### config.mk
export PLATFORM = sky130hd
export DESIGN_NAME = segment_address_translation
export DESIGN_NICKNAME = d
export VERILOG_FILES = /design/src/rtl/sat_pkg.sv /design/src/rtl/sat_sel_if.sv /design/src/rtl/sat_sel_decode.sv /design/src/rtl/sat_page_cache.sv /design/src/rtl/segment_address_translation.sv
export SDC_FILE = /design/constraint.sdc
export NUM_CORES = 2
export LEC_CHECK = 0
export BUFFER_PORTS_ARGS = -buffer_cell sky130_fd_sc_hd__buf_2
export CAP_MARGIN = 15
export CORE_MARGIN = 1
export CORE_UTILIZATION = 55
export DETAILED_ROUTE_END_ITERATION = 6
export GPL_TIMING_DRIVEN = 0
export HOLD_SLACK_MARGIN = 0.12
export PLACE_DENSITY = 0.81
export SYNTH_ARGS = -nofsm -noshare
export SYNTH_HDL_FRONTEND = slang
export SYNTH_HIERARCHICAL = 1
export SYNTH_SLANG_ARGS = --single-unit
### constraint.sdc
create_clock -name core_clk -period 5 [get_ports core_clk]
set_input_delay 0.25 -clock core_clk [delete_from_list [all_inputs] [get_ports core_clk]]
set_output_delay 0.25 -clock core_clk [all_outputs]
set_load 0.02 [all_outputs]
### src/rtl/sat_pkg.sv
// Shared constants, types and helpers for segment address translation
package sat_pkg;
    // ------------------------------------------------------------
    // Widths and counts
    // ------------------------------------------------------------
    localparam int SEG_COUNT = 6;
    localparam int SEG_IDX_W = 3;
    localparam int SEL_W = 16;
    localparam int INDEX_W = 13;
    localparam int PTR_W = 48;
    localparam int ADDR_W = 32;
    localparam int TABLE_ENTRIES = 8192;
    localparam int TABLE_BYTES = 65536;
    localparam int DESC_SHIFT = 3;
    localparam int REAL_SHIFT = 4;
    localparam int REAL_ADDR_W = 20;
    localparam int PAGE_SHIFT = 12;
    localparam int PAGE_W = 20;
    localparam int TLB_IDX_W = 3;
    localparam int TLB_ENTRIES = 8;
    localparam int TLB_TAG_W = 17;

    // ------------------------------------------------------------
    // Field positions
    // ------------------------------------------------------------
    localparam int RPL_LSB = 0;
    localparam int TI_BIT = 2;
    localparam int INDEX_LSB = 3;
    localparam int PTR_BASE_LSB = 16;
    localparam int PTR_LIMIT_MSB = 15;
    localparam logic [31:0] WORD_STEP = 32'h4;
    localparam logic TI_GLOBAL = 1'h0;
    localparam logic TI_LOCAL = 1'h1;
    localparam logic [1:0] PRIV_MOST = 2'h0;
    localparam logic [1:0] PRIV_LEAST = 2'h3;

    // ------------------------------------------------------------
    // Reset values
    // ------------------------------------------------------------
    localparam logic [47:0] PTR_RESET = 48'h0;
    localparam logic [15:0] SEL_RESET = 16'h0;
    localparam logic [31:0] BASE_RESET = 32'h0;

    // ------------------------------------------------------------
    // Operating modes and commands
    // ------------------------------------------------------------
    typedef enum logic [1:0] {
        MODE_REAL = 2'h0,
        MODE_V86 = 2'h1,
        MODE_PROT = 2'h2
    } sat_mode_t;

    typedef enum logic [2:0] {
        OP_LOAD_SEG = 3'h0,
        OP_LOAD_GTP = 3'h1,
        OP_LOAD_LTS = 3'h2,
        OP_LOAD_ITP = 3'h3,
        OP_STORE_GTP = 3'h4,
        OP_STORE_LTS = 3'h5,
        OP_STORE_ITP = 3'h6
    } sat_op_t;

    typedef enum logic [3:0] {
        ST_IDLE = 4'h1,
        ST_FETCH0 = 4'h2,
        ST_FETCH1 = 4'h4,
        ST_PAGE = 4'h8
    } sat_state_t;

    // Larger number means less privileged
    function automatic logic [1:0] sat_eff_priv(input logic [1:0] cpl,
                                                input logic [1:0] requested_privilege_level);
        return (requested_privilege_level > cpl) ? requested_privilege_level : cpl;
    endfunction

    // Gather the scattered base bytes of an eight-byte descriptor
    function automatic logic [31:0] sat_desc_base(input logic [31:0] w0,
                                                  input logic [31:0] w1);
        return {w1[31:24], w1[7:0], w0[31:16]};
    endfunction
endpackage

### src/rtl/sat_sel_if.sv
// Selector decode signals between the core and its decoder
interface sat_sel_if;
    logic [15:0] selector;
    logic [1:0] cpl;
    logic [1:0] requested_privilege_level;
    logic ti;
    logic [12:0] index;
    logic nullSel;
    logic [1:0] effPriv;
    modport dec (input selector, cpl,
                 output requested_privilege_level, ti, index, nullSel, effPriv);
    modport use_side (output selector, cpl,
                      input requested_privilege_level, ti, index, nullSel, effPriv);
endinterface

### src/rtl/sat_sel_decode.sv
// Selector field decoder
module sat_sel_decode
    import sat_pkg::*;
(
    sat_sel_if.dec sel // Selector in, fields out
);
    // ------------------------------------------------------------
    // Field split
    // ------------------------------------------------------------
    always_comb begin
        sel.requested_privilege_level = sel.selector[RPL_LSB +: 2];
        sel.ti = sel.selector[TI_BIT];
        sel.index = sel.selector[INDEX_LSB +: INDEX_W]; // [RL7] [RL10]
        // Entry 0 of the global table is never a usable segment
        sel.nullSel = (sel.selector[TI_BIT] == TI_GLOBAL) &&
                      (sel.selector[INDEX_LSB +: INDEX_W] == 13'h0);
        sel.effPriv = sat_eff_priv(sel.cpl, sel.selector[RPL_LSB +: 2]);
    end
endmodule // sat_sel_decode

### src/rtl/sat_page_cache.sv
// Small direct-mapped cache of linear-to-physical page entries
module sat_page_cache
    import sat_pkg::*;
(
    input wire logic core_clk, // Core clock
    input wire logic reset_n, // Asynchronous reset, active low
    input wire logic fillEn, // Write one entry
    input wire logic [19:0] fillLin, // Linear page number
    input wire logic [19:0] fillPhys, // Physical page number
    input wire logic [31:0] linAddr, // Address to translate
    output logic hit, // Entry found
    output logic [31:0] physAddr // Translated address
);
    typedef struct packed {
        logic [TLB_ENTRIES-1:0] valid;
        logic [TLB_ENTRIES-1:0][TLB_TAG_W-1:0] tag;
        logic [TLB_ENTRIES-1:0][PAGE_W-1:0] frame;
    } sat_tlb_t;

    sat_tlb_t st;
    sat_tlb_t next_st;
    logic [TLB_IDX_W-1:0] look;

    // ------------------------------------------------------------
    // Fill
    // ------------------------------------------------------------
    always_comb begin
        next_st = st;
        if (fillEn) begin
            next_st.valid[fillLin[TLB_IDX_W-1:0]] = 1'b1;
            next_st.tag[fillLin[TLB_IDX_W-1:0]] = fillLin[19:TLB_IDX_W];
            next_st.frame[fillLin[TLB_IDX_W-1:0]] = fillPhys;
        end
    end

    always_ff @(posedge core_clk or negedge reset_n) begin
        if (!reset_n) begin
            st <= '0;
        end else begin
            st <= next_st;
        end
    end

    // ------------------------------------------------------------
    // Lookup, the page offset passes through untouched
    // ------------------------------------------------------------
    always_comb begin
        look = linAddr[PAGE_SHIFT +: TLB_IDX_W];
        hit = st.valid[look] &&
              (st.tag[look] == linAddr[31:PAGE_SHIFT+TLB_IDX_W]); // [RL2]
        physAddr = {st.frame[look], linAddr[PAGE_SHIFT-1:0]}; // [RL2]
    end

    fill_hits_a: assert property ( // [RL2]
        @(posedge core_clk) disable iff (!reset_n)
        fillEn && linAddr[31:PAGE_SHIFT] == fillLin |=> hit) // [RL2]
        else $error("filled page does not hit");
endmodule // sat_page_cache

### src/rtl/segment_address_translation.sv
// Segment translation core: selector cache, table pointers, address path
// ----------------------------------------------------------------
// Overview of operation
// [RL1] V86 forms real-mode address, then pages; here V86 pages only while pagingOn is set
// [RL2] Paging maps linear to physical via cache
// [RL3] Protected linear equals segment base plus offset
// [RL4] Protected base comes from fetched table descriptor
// [RL5] Protected mode pages when enabled, else direct
// [RL6] Each segment caches selector and descriptor base
// [RL7] Selector splits into privilege, table bit, index
// [RL8] Privilege 0 most, 3 least privileged
// [RL9] Table bit 0 global, 1 local table
// [RL10] Thirteen-bit index picks the table entry
// [RL11] Tables hold 8192 eight-byte entries, 64 KB
// [RL12] Global entry 0 is the null descriptor
// [RL13] Global pointer: base 47:16, limit 15:0
// [RL14] Local selector is 16 bits, names global entry
// [RL15] Global and interrupt loads take linear base
// [RL16] Load and store global and local registers
// [RL17] Real base is segment times 16 plus offset
// [RL18] Protected sum is 32 bits, carry dropped
// ----------------------------------------------------------------
module segment_address_translation
    import sat_pkg::*;
(
    input wire logic core_clk, // Core clock, 10 MHz
    input wire logic reset_n, // Asynchronous reset, active low
    input wire sat_pkg::sat_mode_t mode, // Operating mode
    input wire logic pagingOn, // Paging enabled
    input wire logic [1:0] cpl, // Current privilege level
    input wire logic cmdValid, // Command request
    input wire sat_pkg::sat_op_t cmdOp, // Command code
    input wire logic [2:0] cmdSeg, // Segment register number
    input wire logic [47:0] cmdData, // Selector or pointer value
    input wire logic xlatValid, // Translate request
    input wire logic [2:0] xlatSeg, // Segment register used
    input wire logic [31:0] xlatOffset, // Offset address
    input wire logic memAck, // Descriptor word returned
    input wire logic [31:0] memData, // Descriptor word
    input wire logic pteWrite, // Page entry fill strobe
    input wire logic [19:0] pteLinPage, // Linear page of the fill
    input wire logic [19:0] ptePhysPage, // Physical page of the fill
    output logic ready, // Idle, may take a request
    output logic cmdDone, // Command finished pulse
    output logic cmdFault, // Load or unknown command refused at finish
    output logic [47:0] storeData, // Stored register value
    output logic memReq, // Descriptor read request
    output logic [31:0] memAddr, // Descriptor word address
    output logic xlatDone, // Translation finished pulse
    output logic [31:0] physAddr, // Resulting address
    output logic xlatFault, // Null or unusable segment
    output logic pageMiss, // Paging entry missing
    output logic [1:0] effPriv // Effective privilege of access
);
    typedef struct packed {
        sat_state_t state;
        logic [SEG_COUNT-1:0][SEL_W-1:0] segSel;
        logic [SEG_COUNT-1:0][ADDR_W-1:0] segBase;
        logic [SEG_COUNT-1:0] segUsable;
        logic [PTR_W-1:0] gtp;
        logic [PTR_W-1:0] itp;
        logic [SEL_W-1:0] lts;
        logic [ADDR_W-1:0] ldtBase;
        logic ldtOk;
        sat_op_t op;
        logic [2:0] seg;
        logic [SEL_W-1:0] pendSel;
        logic [31:0] word0;
        logic [31:0] linear;
        logic paged;
        logic ready;
        logic cmdDone;
        logic cmdFault;
        logic [47:0] storeData;
        logic memReq;
        logic [31:0] memAddr;
        logic xlatDone;
        logic [31:0] physAddr;
        logic xlatFault;
        logic pageMiss;
        logic [1:0] effPriv;
    } sat_regs_t;

    sat_regs_t st;
    sat_regs_t next_st;
    sat_sel_if selBus ();
    logic pgHit;
    logic [31:0] pgPhys;
    logic [31:0] tableBase;
    logic [31:0] descBase;
    logic [1:0] xlatRpl;

    // ------------------------------------------------------------
    // Helpers
    // ------------------------------------------------------------
    assign selBus.selector = cmdData[SEL_W-1:0];
    assign selBus.cpl = cpl;

    sat_sel_decode u_dec (
        .sel(selBus.dec)
    );

    sat_page_cache u_page (
        .core_clk(core_clk),
        .reset_n(reset_n),
        .fillEn(pteWrite),
        .fillLin(pteLinPage),
        .fillPhys(ptePhysPage),
        .linAddr(st.linear),
        .hit(pgHit),
        .physAddr(pgPhys)
    );

    // Table pick and descriptor address; index scaled by eight bytes,
    // so a table never reaches beyond 64 KB past its base
    always_comb begin
        tableBase = (selBus.ti == TI_LOCAL) ? st.ldtBase
                  : st.gtp[PTR_W-1:PTR_BASE_LSB]; // [RL9] [RL13]
        descBase = sat_desc_base(st.word0, memData); // [RL4]
        xlatRpl = st.segSel[xlatSeg][RPL_LSB +: 2];
    end

    // ------------------------------------------------------------
    // Next-state logic
    // ------------------------------------------------------------
    always_comb begin
        next_st = st;
        next_st.cmdDone = 1'b0;
        next_st.xlatDone = 1'b0;
        case (st.state)
            ST_IDLE: begin
                if (cmdValid) begin
                    next_st.op = cmdOp;
                    next_st.seg = cmdSeg;
                    next_st.pendSel = cmdData[SEL_W-1:0];
                    next_st.cmdFault = 1'b0;
                    next_st.cmdDone = 1'b1;
                    case (cmdOp)
                        OP_LOAD_SEG: begin
                            if (mode != MODE_PROT) begin
                                next_st.segSel[cmdSeg] = cmdData[15:0];
                                next_st.segBase[cmdSeg] = 32'(
                                    {cmdData[15:0], 4'h0}); // [RL17]
                                next_st.segUsable[cmdSeg] = 1'b1;
                            end else if (selBus.nullSel) begin
                                // Null load is legal, but use faults
                                next_st.segSel[cmdSeg] = cmdData[15:0];
                                next_st.segUsable[cmdSeg] = 1'b0; // [RL12]
                            end else if (selBus.ti == TI_LOCAL &&
                                         !st.ldtOk) begin
                                next_st.cmdFault = 1'b1;
                            end else begin
                                next_st.cmdDone = 1'b0;
                                next_st.memReq = 1'b1;
                                next_st.memAddr = tableBase +
                                    {16'h0, selBus.index,
                                     3'h0}; // [RL7] [RL10] [RL11]
                                next_st.state = ST_FETCH0;
                            end
                        end
                        OP_LOAD_LTS: begin
                            next_st.lts = cmdData[15:0]; // [RL14] [RL16]
                            if (selBus.nullSel) begin
                                next_st.ldtOk = 1'b0; // [RL12]
                            end else if (selBus.ti == TI_LOCAL) begin
                                next_st.ldtOk = 1'b0;
                                next_st.cmdFault = 1'b1;
                            end else begin
                                // Local table descriptor lives in global
                                next_st.cmdDone = 1'b0;
                                next_st.memReq = 1'b1;
                                next_st.memAddr =
                                    st.gtp[PTR_W-1:PTR_BASE_LSB] +
                                    {16'h0, selBus.index, 3'h0}; // [RL14]
                                next_st.state = ST_FETCH0;
                            end
                        end
                        OP_LOAD_GTP: begin
                            // Base taken as linear, usable in real mode
                            next_st.gtp = cmdData; // [RL15] [RL16]
                        end
                        OP_LOAD_ITP: begin
                            next_st.itp = cmdData; // [RL15]
                        end
                        OP_STORE_GTP: begin
                            next_st.storeData = st.gtp; // [RL16]
                        end
                        OP_STORE_LTS: begin
                            next_st.storeData = {32'h0, st.lts}; // [RL16]
                        end
                        OP_STORE_ITP: begin
                            next_st.storeData = st.itp;
                        end
                        default: begin
                            next_st.cmdFault = 1'b1;
                        end
                    endcase
                end else if (xlatValid) begin
                    next_st.effPriv = sat_eff_priv(cpl, xlatRpl); // [RL8]
                    next_st.xlatFault = 1'b0;
                    if (mode == MODE_PROT) begin
                        // Cached base, 32-bit wrap
                        next_st.linear = st.segBase[xlatSeg] +
                                         xlatOffset; // [RL3] [RL6] [RL18]
                        next_st.xlatFault = !st.segUsable[xlatSeg];
                    end else begin
                        // Sum wraps at 20 bits, upper twelve stay zero
                        next_st.linear = {12'h0, REAL_ADDR_W'(
                            st.segBase[xlatSeg] +
                            {16'h0, xlatOffset[15:0]})}; // [RL17] [RL1]
                        next_st.effPriv = PRIV_LEAST;
                    end
                    // Real mode never pages
                    next_st.paged = pagingOn &&
                                    (mode != MODE_REAL); // [RL1] [RL5]
                    next_st.state = ST_PAGE;
                end
            end
            ST_FETCH0: begin
                if (memAck) begin
                    next_st.word0 = memData;
                    next_st.memAddr = st.memAddr + WORD_STEP;
                    next_st.state = ST_FETCH1;
                end
            end
            ST_FETCH1: begin
                if (memAck) begin
                    next_st.memReq = 1'b0;
                    next_st.cmdDone = 1'b1;
                    next_st.state = ST_IDLE;
                    if (st.op == OP_LOAD_LTS) begin
                        next_st.ldtBase = descBase;
                        next_st.ldtOk = 1'b1;
                    end else begin
                        next_st.segSel[st.seg] = st.pendSel; // [RL6]
                        next_st.segBase[st.seg] = descBase; // [RL4] [RL6]
                        next_st.segUsable[st.seg] = 1'b1;
                    end
                end
            end
            ST_PAGE: begin
                next_st.xlatDone = 1'b1;
                next_st.pageMiss = st.paged && !pgHit;
                next_st.physAddr = st.paged ? pgPhys
                                 : st.linear; // [RL1] [RL2] [RL5]
                next_st.state = ST_IDLE;
            end
            default: begin
                next_st.state = ST_IDLE;
                next_st.memReq = 1'b0;
            end
        endcase
        next_st.ready = (next_st.state == ST_IDLE);
    end

    // ------------------------------------------------------------
    // State register
    // ------------------------------------------------------------
    always_ff @(posedge core_clk or negedge reset_n) begin
        if (!reset_n) begin
            st <= '0;
            st.state <= ST_IDLE;
            st.op <= OP_LOAD_SEG;
            st.gtp <= PTR_RESET;
            st.itp <= PTR_RESET;
            st.lts <= SEL_RESET;
            st.ldtBase <= BASE_RESET;
            st.ready <= 1'b1;
        end else begin
            st <= next_st;
        end
    end

    // ------------------------------------------------------------
    // Outputs, all straight from the state register
    // ------------------------------------------------------------
    assign ready = st.ready;
    assign cmdDone = st.cmdDone;
    assign cmdFault = st.cmdFault;
    assign storeData = st.storeData;
    assign memReq = st.memReq;
    assign memAddr = st.memAddr;
    assign xlatDone = st.xlatDone;
    assign physAddr = st.physAddr;
    assign xlatFault = st.xlatFault;
    assign pageMiss = st.pageMiss;
    assign effPriv = st.effPriv;

    // ------------------------------------------------------------
    // Checks
    // ------------------------------------------------------------
    wire takeX = st.ready && !cmdValid && xlatValid;
    wire takeC = st.ready && cmdValid;

    prot_sum_a: assert property ( // [RL3]
        @(posedge core_clk) disable iff (!reset_n)
        takeX && mode == MODE_PROT |=> st.linear ==
        $past(st.segBase[xlatSeg]) + $past(xlatOffset)) // [RL3]
        else $error("protected linear sum wrong");
    real_addr_a: assert property ( // [RL17]
        @(posedge core_clk) disable iff (!reset_n)
        takeX && mode != MODE_PROT |=> st.linear[31:20] == 12'h0) // [RL17]
        else $error("real address above 20 bits");
    direct_path_a: assert property ( // [RL5]
        @(posedge core_clk)
        disable iff (!reset_n)
        takeX && !pagingOn |=> ##1 xlatDone &&
        physAddr == $past(st.linear)) // [RL5]
        else $error("unpaged address altered");
    real_nopage_a: assert property ( // [RL1]
        @(posedge core_clk)
        disable iff (!reset_n)
        takeX && mode == MODE_REAL |=> !st.paged) // [RL1]
        else $error("real mode paged");
    null_entry_a: assert property ( // [RL12]
        @(posedge core_clk)
        disable iff (!reset_n)
        takeC && cmdOp == OP_LOAD_SEG && mode == MODE_PROT &&
        selBus.nullSel |=> !memReq && !st.segUsable[$past(cmdSeg)])
        // [RL12]
        else $error("null entry fetched");
    table_pick_a: assert property ( // [RL9]
        @(posedge core_clk)
        disable iff (!reset_n)
        takeC && cmdOp == OP_LOAD_SEG && mode == MODE_PROT &&
        !selBus.nullSel && !selBus.ti |=> memReq &&
        memAddr == $past(st.gtp[47:16]) + {16'h0, $past(cmdData[15:3]),
        3'h0}) // [RL9]
        else $error("global table address wrong");
    cache_fill_a: assert property ( // [RL6]
        @(posedge core_clk)
        disable iff (!reset_n)
        st.state == ST_FETCH1 && memAck && st.op == OP_LOAD_SEG |=>
        st.segBase[$past(st.seg)] == $past(descBase) &&
        st.segSel[$past(st.seg)] == $past(st.pendSel)) // [RL6]
        else $error("segment cache not filled");
    ptr_store_a: assert property ( // [RL16]
        @(posedge core_clk) disable iff (!reset_n)
        takeC && cmdOp == OP_LOAD_GTP ##1 !cmdValid ##1 takeC &&
        cmdOp == OP_STORE_GTP |=> storeData == $past(cmdData, 3))
        else $error("pointer store mismatch");
    priv_a: assert property ( // [RL8]
        @(posedge core_clk) disable iff (!reset_n)
        takeX && mode == MODE_PROT && xlatRpl == PRIV_LEAST |=>
        effPriv == PRIV_LEAST) // [RL8]
        else $error("least privilege lost");
    done_once_a: assert property (@(posedge core_clk)
        disable iff (!reset_n)
        xlatDone |=> !xlatDone)
        else $error("done longer than one cycle");

    fetch_c: cover property (@(posedge core_clk) disable iff (!reset_n)
        st.state == ST_FETCH1 && memAck);
    local_c: cover property (@(posedge core_clk) disable iff (!reset_n)
        takeC && cmdOp == OP_LOAD_SEG && selBus.ti);
    paged_c: cover property (@(posedge core_clk) disable iff (!reset_n)
        st.state == ST_PAGE && st.paged && pgHit);
    fault_c: cover property (@(posedge core_clk) disable iff (!reset_n)
        xlatDone && xlatFault);
endmodule // segment_address_translation

# Yosys cells after proc, flatten, opt, wreduce, memory -nomap -nowiden
# Index checks and enable logic that the tools add are counted.
dict set report op_classes {
  n_reduce_logical 32
  mul 0
  bitwise 8
  n_mux 94
  shift 0
  div 0
  n_lt_le_gt_ge 9
  addsub 5
  eq_ne 31
}
# cell n
set ops {}
lappend ops {{$mux W294} 2}
lappend ops {{$pmux W294 S2} 1}
lappend ops {{$mux W406} 1}
lappend ops {{$bwmux W192} 2}
lappend ops {{$mux W298} 1}
lappend ops {{$mux W32} 7}
lappend ops {{$mux W33} 6}
lappend ops {{$bwmux W96} 2}
lappend ops {{$demux W32 S3} 2}
lappend ops {{$mux W192} 1}
lappend ops {{$mux W96} 2}
lappend ops {{$bwmux W160} 1}
lappend ops {{$pmux W48 S3} 1}
lappend ops {{$bwmux W136} 1}
lappend ops {{$bmux W32 S3} 1}
lappend ops {{$demux W16 S3} 2}
lappend ops {{$mux W48} 2}
lappend ops {{$mux W83} 1}
lappend ops {{$pmux W33 S2} 1}
lappend ops {{$add A32 B16 Y32} 2}
lappend ops {{$pmux W32 S2} 1}
lappend ops {{$bmux W20 S3} 1}
lappend ops {{$demux W20 S3} 1}
lappend ops {{$bmux W17 S3} 1}
lappend ops {{other kinds (52)} 136}
dict set report totals {
  memories 0
  input_bits 172
  latch_bits 0
  rom_bits 0
  ff_bits 955
  ramBits 0
}

# Depth between registers and ports, before layout
dict set report logic_depth {
  word_depth 11
  ltp_mapped 18
  depth_no_buf 15
}

# By module
# The synthesis kept the hierarchy.
# module area_each_um2 seq_area_each_um2 n_inst cells_per_inst
set modules_own_cells {}
lappend modules_own_cells {segment_address_translation 28330.9 13440.4 1 2884}
lappend modules_own_cells {sat_page_cache 13797.0 7607.3 1 835}
lappend modules_own_cells {sat_sel_decode 234.0 0.0 1 32}

# Worst setup path before layout
# Ideal clock, no wire load.
dict set report synth_path {
  path_type {input to register}
  from {in xlatSeg[0]}
  to {reg, netlist name st[152]}
  path_slack_ps 827
  path_stages 18
  t_arrival_ps 4052
  n_path_buf 5
  setup_ps 121
  path_cell_list {buf_2 > buf_2 > buf_2 > buf_2 > buf_2 > mux2i_1 > o21ai_0 > ha_1 > fa_1 > a21oi_1 > o21ai_0 > a211oi_2 > o21ai_2 > o31ai_4 > o21ai_1 > a41oi_2 > xnor2_1 > a22o_1}
}
# item line_no
set synth_rtl {}
lappend synth_rtl {{from (decl)} segment_address_translation.sv:36} ;# input wire logic [2:0] xlatSeg,

==> results.ini <==
[synthesis]
synthCells=3738
avgSynthCellArea_um2=11.3
yosys_warnings=6
synth_nets=3961
synth_area_um2=42300

[floorplan]
die_w_um=279
dieArea_um2=78000
die_h_um=279
ios=293
core_area_um2=75900
start_util_pct=55.7
rows=101

[detailed_routing]
drt_drc_violations_left=0
wl_um=129000
vias_per_cell=6.18
first_pass_iters=5
post_drt_wl_per_cell_um=24.2
vias=32800
drt_iter0_drc=3385
ant_nets=0

[clocking]
cts_tree=done
worstSkewPairLatency_ns=0.68
clock_sink_count=841
cts_setup_buffers=0
cts-root-buf=clkbuf_16
cts_buffers=86
cts_buffer_depth=3
clk_pin_slew_ns=0.06
htreeDepth=3

[sta]
clock_skew_ns=0.0434
relSlewSlack_pct=26.9
finalCritPeriodShare_pct=96.6
clock.fmax_mhz=207
final.min_clock_period_ns=4.83
whs_ns=0.140
rsz0062_at_grt=false
hold_violations=0
setup_viol=0
worst_pin_slew_ns=1.09
slew_viol_final=0

[place]
gp_congestion=0.956
placedCellCount=5045
dp_hpwl_um=91300
io_buffers=268

[finish]
drive_gt1_share_pct=29.7
synthToLayoutAreaGrowth_pct=16.2
final_nets=4422
final_cells=5315
fin_util_pct=64.6

[pwr]
cellPowerDensity_nw_per_um2=527
irDropWorstVdd_mv=0.358
p_clk_share_pct=26.0
fin_total_pwr_mw=25.9
p_leak_nw=22.5
internal_power_mw=16.9
combPwrFrac_pct=33.6
p_switching_mw=8.98
seqPwrFrac_pct=40.5
switching_share_pct=34.7

[grt]
grt_max_degree=123
grt_use_met3_pct=7.61
use_met1_pct=41.9
grt_antenna_before_repair=27
grt_pass1_vias=33000
track_usage_pct=33.1
grt_use_met2_pct=53.3
grt.overflow.total=0
top_usage_layer=met2
grt_pass1_wl_um=196000

[hold_path]
hold_path.class=input pin to asynchronous set/reset pin

[flow_run]
drv_cap=0

[setup_path]
ff2ff_setup_slack_ns=0.79
startpoint_type=input pin
path_max_fanout=10
path_class=input pin to flop
worstReg2RegStart=st[455]$_DFFE_PN0P_
cp.required_ns=5.54
worst_setup_path_end_kind=flop
crit_path_start=xlatSeg[0]
rr_worst_depth=14
reg2reg_to=st[152]$_DFFE_PN0P_
crit_path_end=st[152]$_DFFE_PN0P_
cp.arrival_ns=5.37

[run_status]
status=finished clean

-- cells in the final DEF (no fill, tap or decap), drive strengths merged, types with 99 or more instances in the layout --
cell type and count:
a21oi 136, mux2i 107, nand2 431, o21ai 166, clkbuf 256, mux4 103, a221oi 99, mux2 489
nor2 326, dfrtp 839, buf 546, nand3 136
-- power by group through the flow --
stage                     clock network [mW]  logic, mW  registers (mW)
final                                   6.72       8.68            10.5
after global routing                    7.02       9.29            10.7
after CTS                               6.74       8.60            10.4
after detailed placement                   0       8.46            10.5
after global placement                     0       8.21            10.4
after floorplan                            0       6.20            9.89
-- worst min path at each step --
stage | startpoint | slack, ns | endpoint | cells after the start
final | reset_n | 0.14 | u_page/st[5]$_DFFE_PN0P_ | 2
after global routing | memData[26] | 0.14 | st[449]$_DFFE_PN0P_ | 3
after CTS | memData[25] | 0.12 | st[480]$_DFFE_PN0P_ | 3
after detailed placement | reset_n | 0.24 | u_page/st[5]$_DFFE_PN0P_ | 1
after global placement | st[415]$_DFFE_PN0P_ | 0.44 | st[415]$_DFFE_PN0P_ | 2
after floorplan | reset_n | -0.05 | cmdDone$_DFF_PN0_ | 0
-- through the flow --
stage               worst slack [ns]  cell area, µm²  setup TNS, ns
floorplan                      0.827           42300              0
global placement              -14.12           44900              -
detailed placement            -0.807           45100          -7.24
CTS                           0.0977           49100              0
global route                  0.0418           49100              0
finish                         0.168           49100              0
-- layer usage --
metal / wire (µm) / share of wire (%)
met5: 149 / 0.12
met4: 7230 / 5.6
met3: 11400 / 8.9
met2: 61600 / 48
met1: 48200 / 37
-- flip-flops by register name, summed over array words and instances (netlist names) --
| signal | count |
|---|---|
| memReq | 1 |
| effPriv | 2 |
| pageMiss | 1 |
| xlatDone | 1 |
| st | 400 |
| u_page/st | 304 |
| cmdFault | 1 |
| memAddr | 32 |
| cmdDone | 1 |
| physAddr | 32 |
| storeData | 48 |
| xlatFault | 1 |
| ready | 1 |
| descBase | 16 |
-- final cells by class --
class                   instances  area (µm²)
diodes                         18        45.0
repair buffers                374        2530
clock buffers                 123        2500
fillers                      5648       26900
plain buffers                 402        2260
clock inverters                33         464
flip-flops and latches        841       21000
well taps                    1030        1290
inverters                      29         109
multi-input cells            2465       18900
-- repair_timing --
action,CTS,global route
endpoints found under the hold margin,602,0
hold buffers,97,0
resized for setup,1,2
endpoints found under the setup margin,3,3
-- critical path, cell delays in order --
cell and delay (ns):
buf_2 0.24, buf_2 0.41, clkbuf_4 0.38, buf_2 0.39, clkbuf_4 0.36, mux2i_1 0.20, o21ai_0 0.30, ha_1 0.36
fa_1 0.43, a21oi_1 0.23, o21ai_0 0.17, a211oi_2 0.46, o21ai_2 0.16, o31ai_4 0.29, o21ai_1 0.16, a41oi_2 0.23
xnor2_1 0.12, a22o_1 0.20
Note: power is estimated with default switching activity, not from simulation.
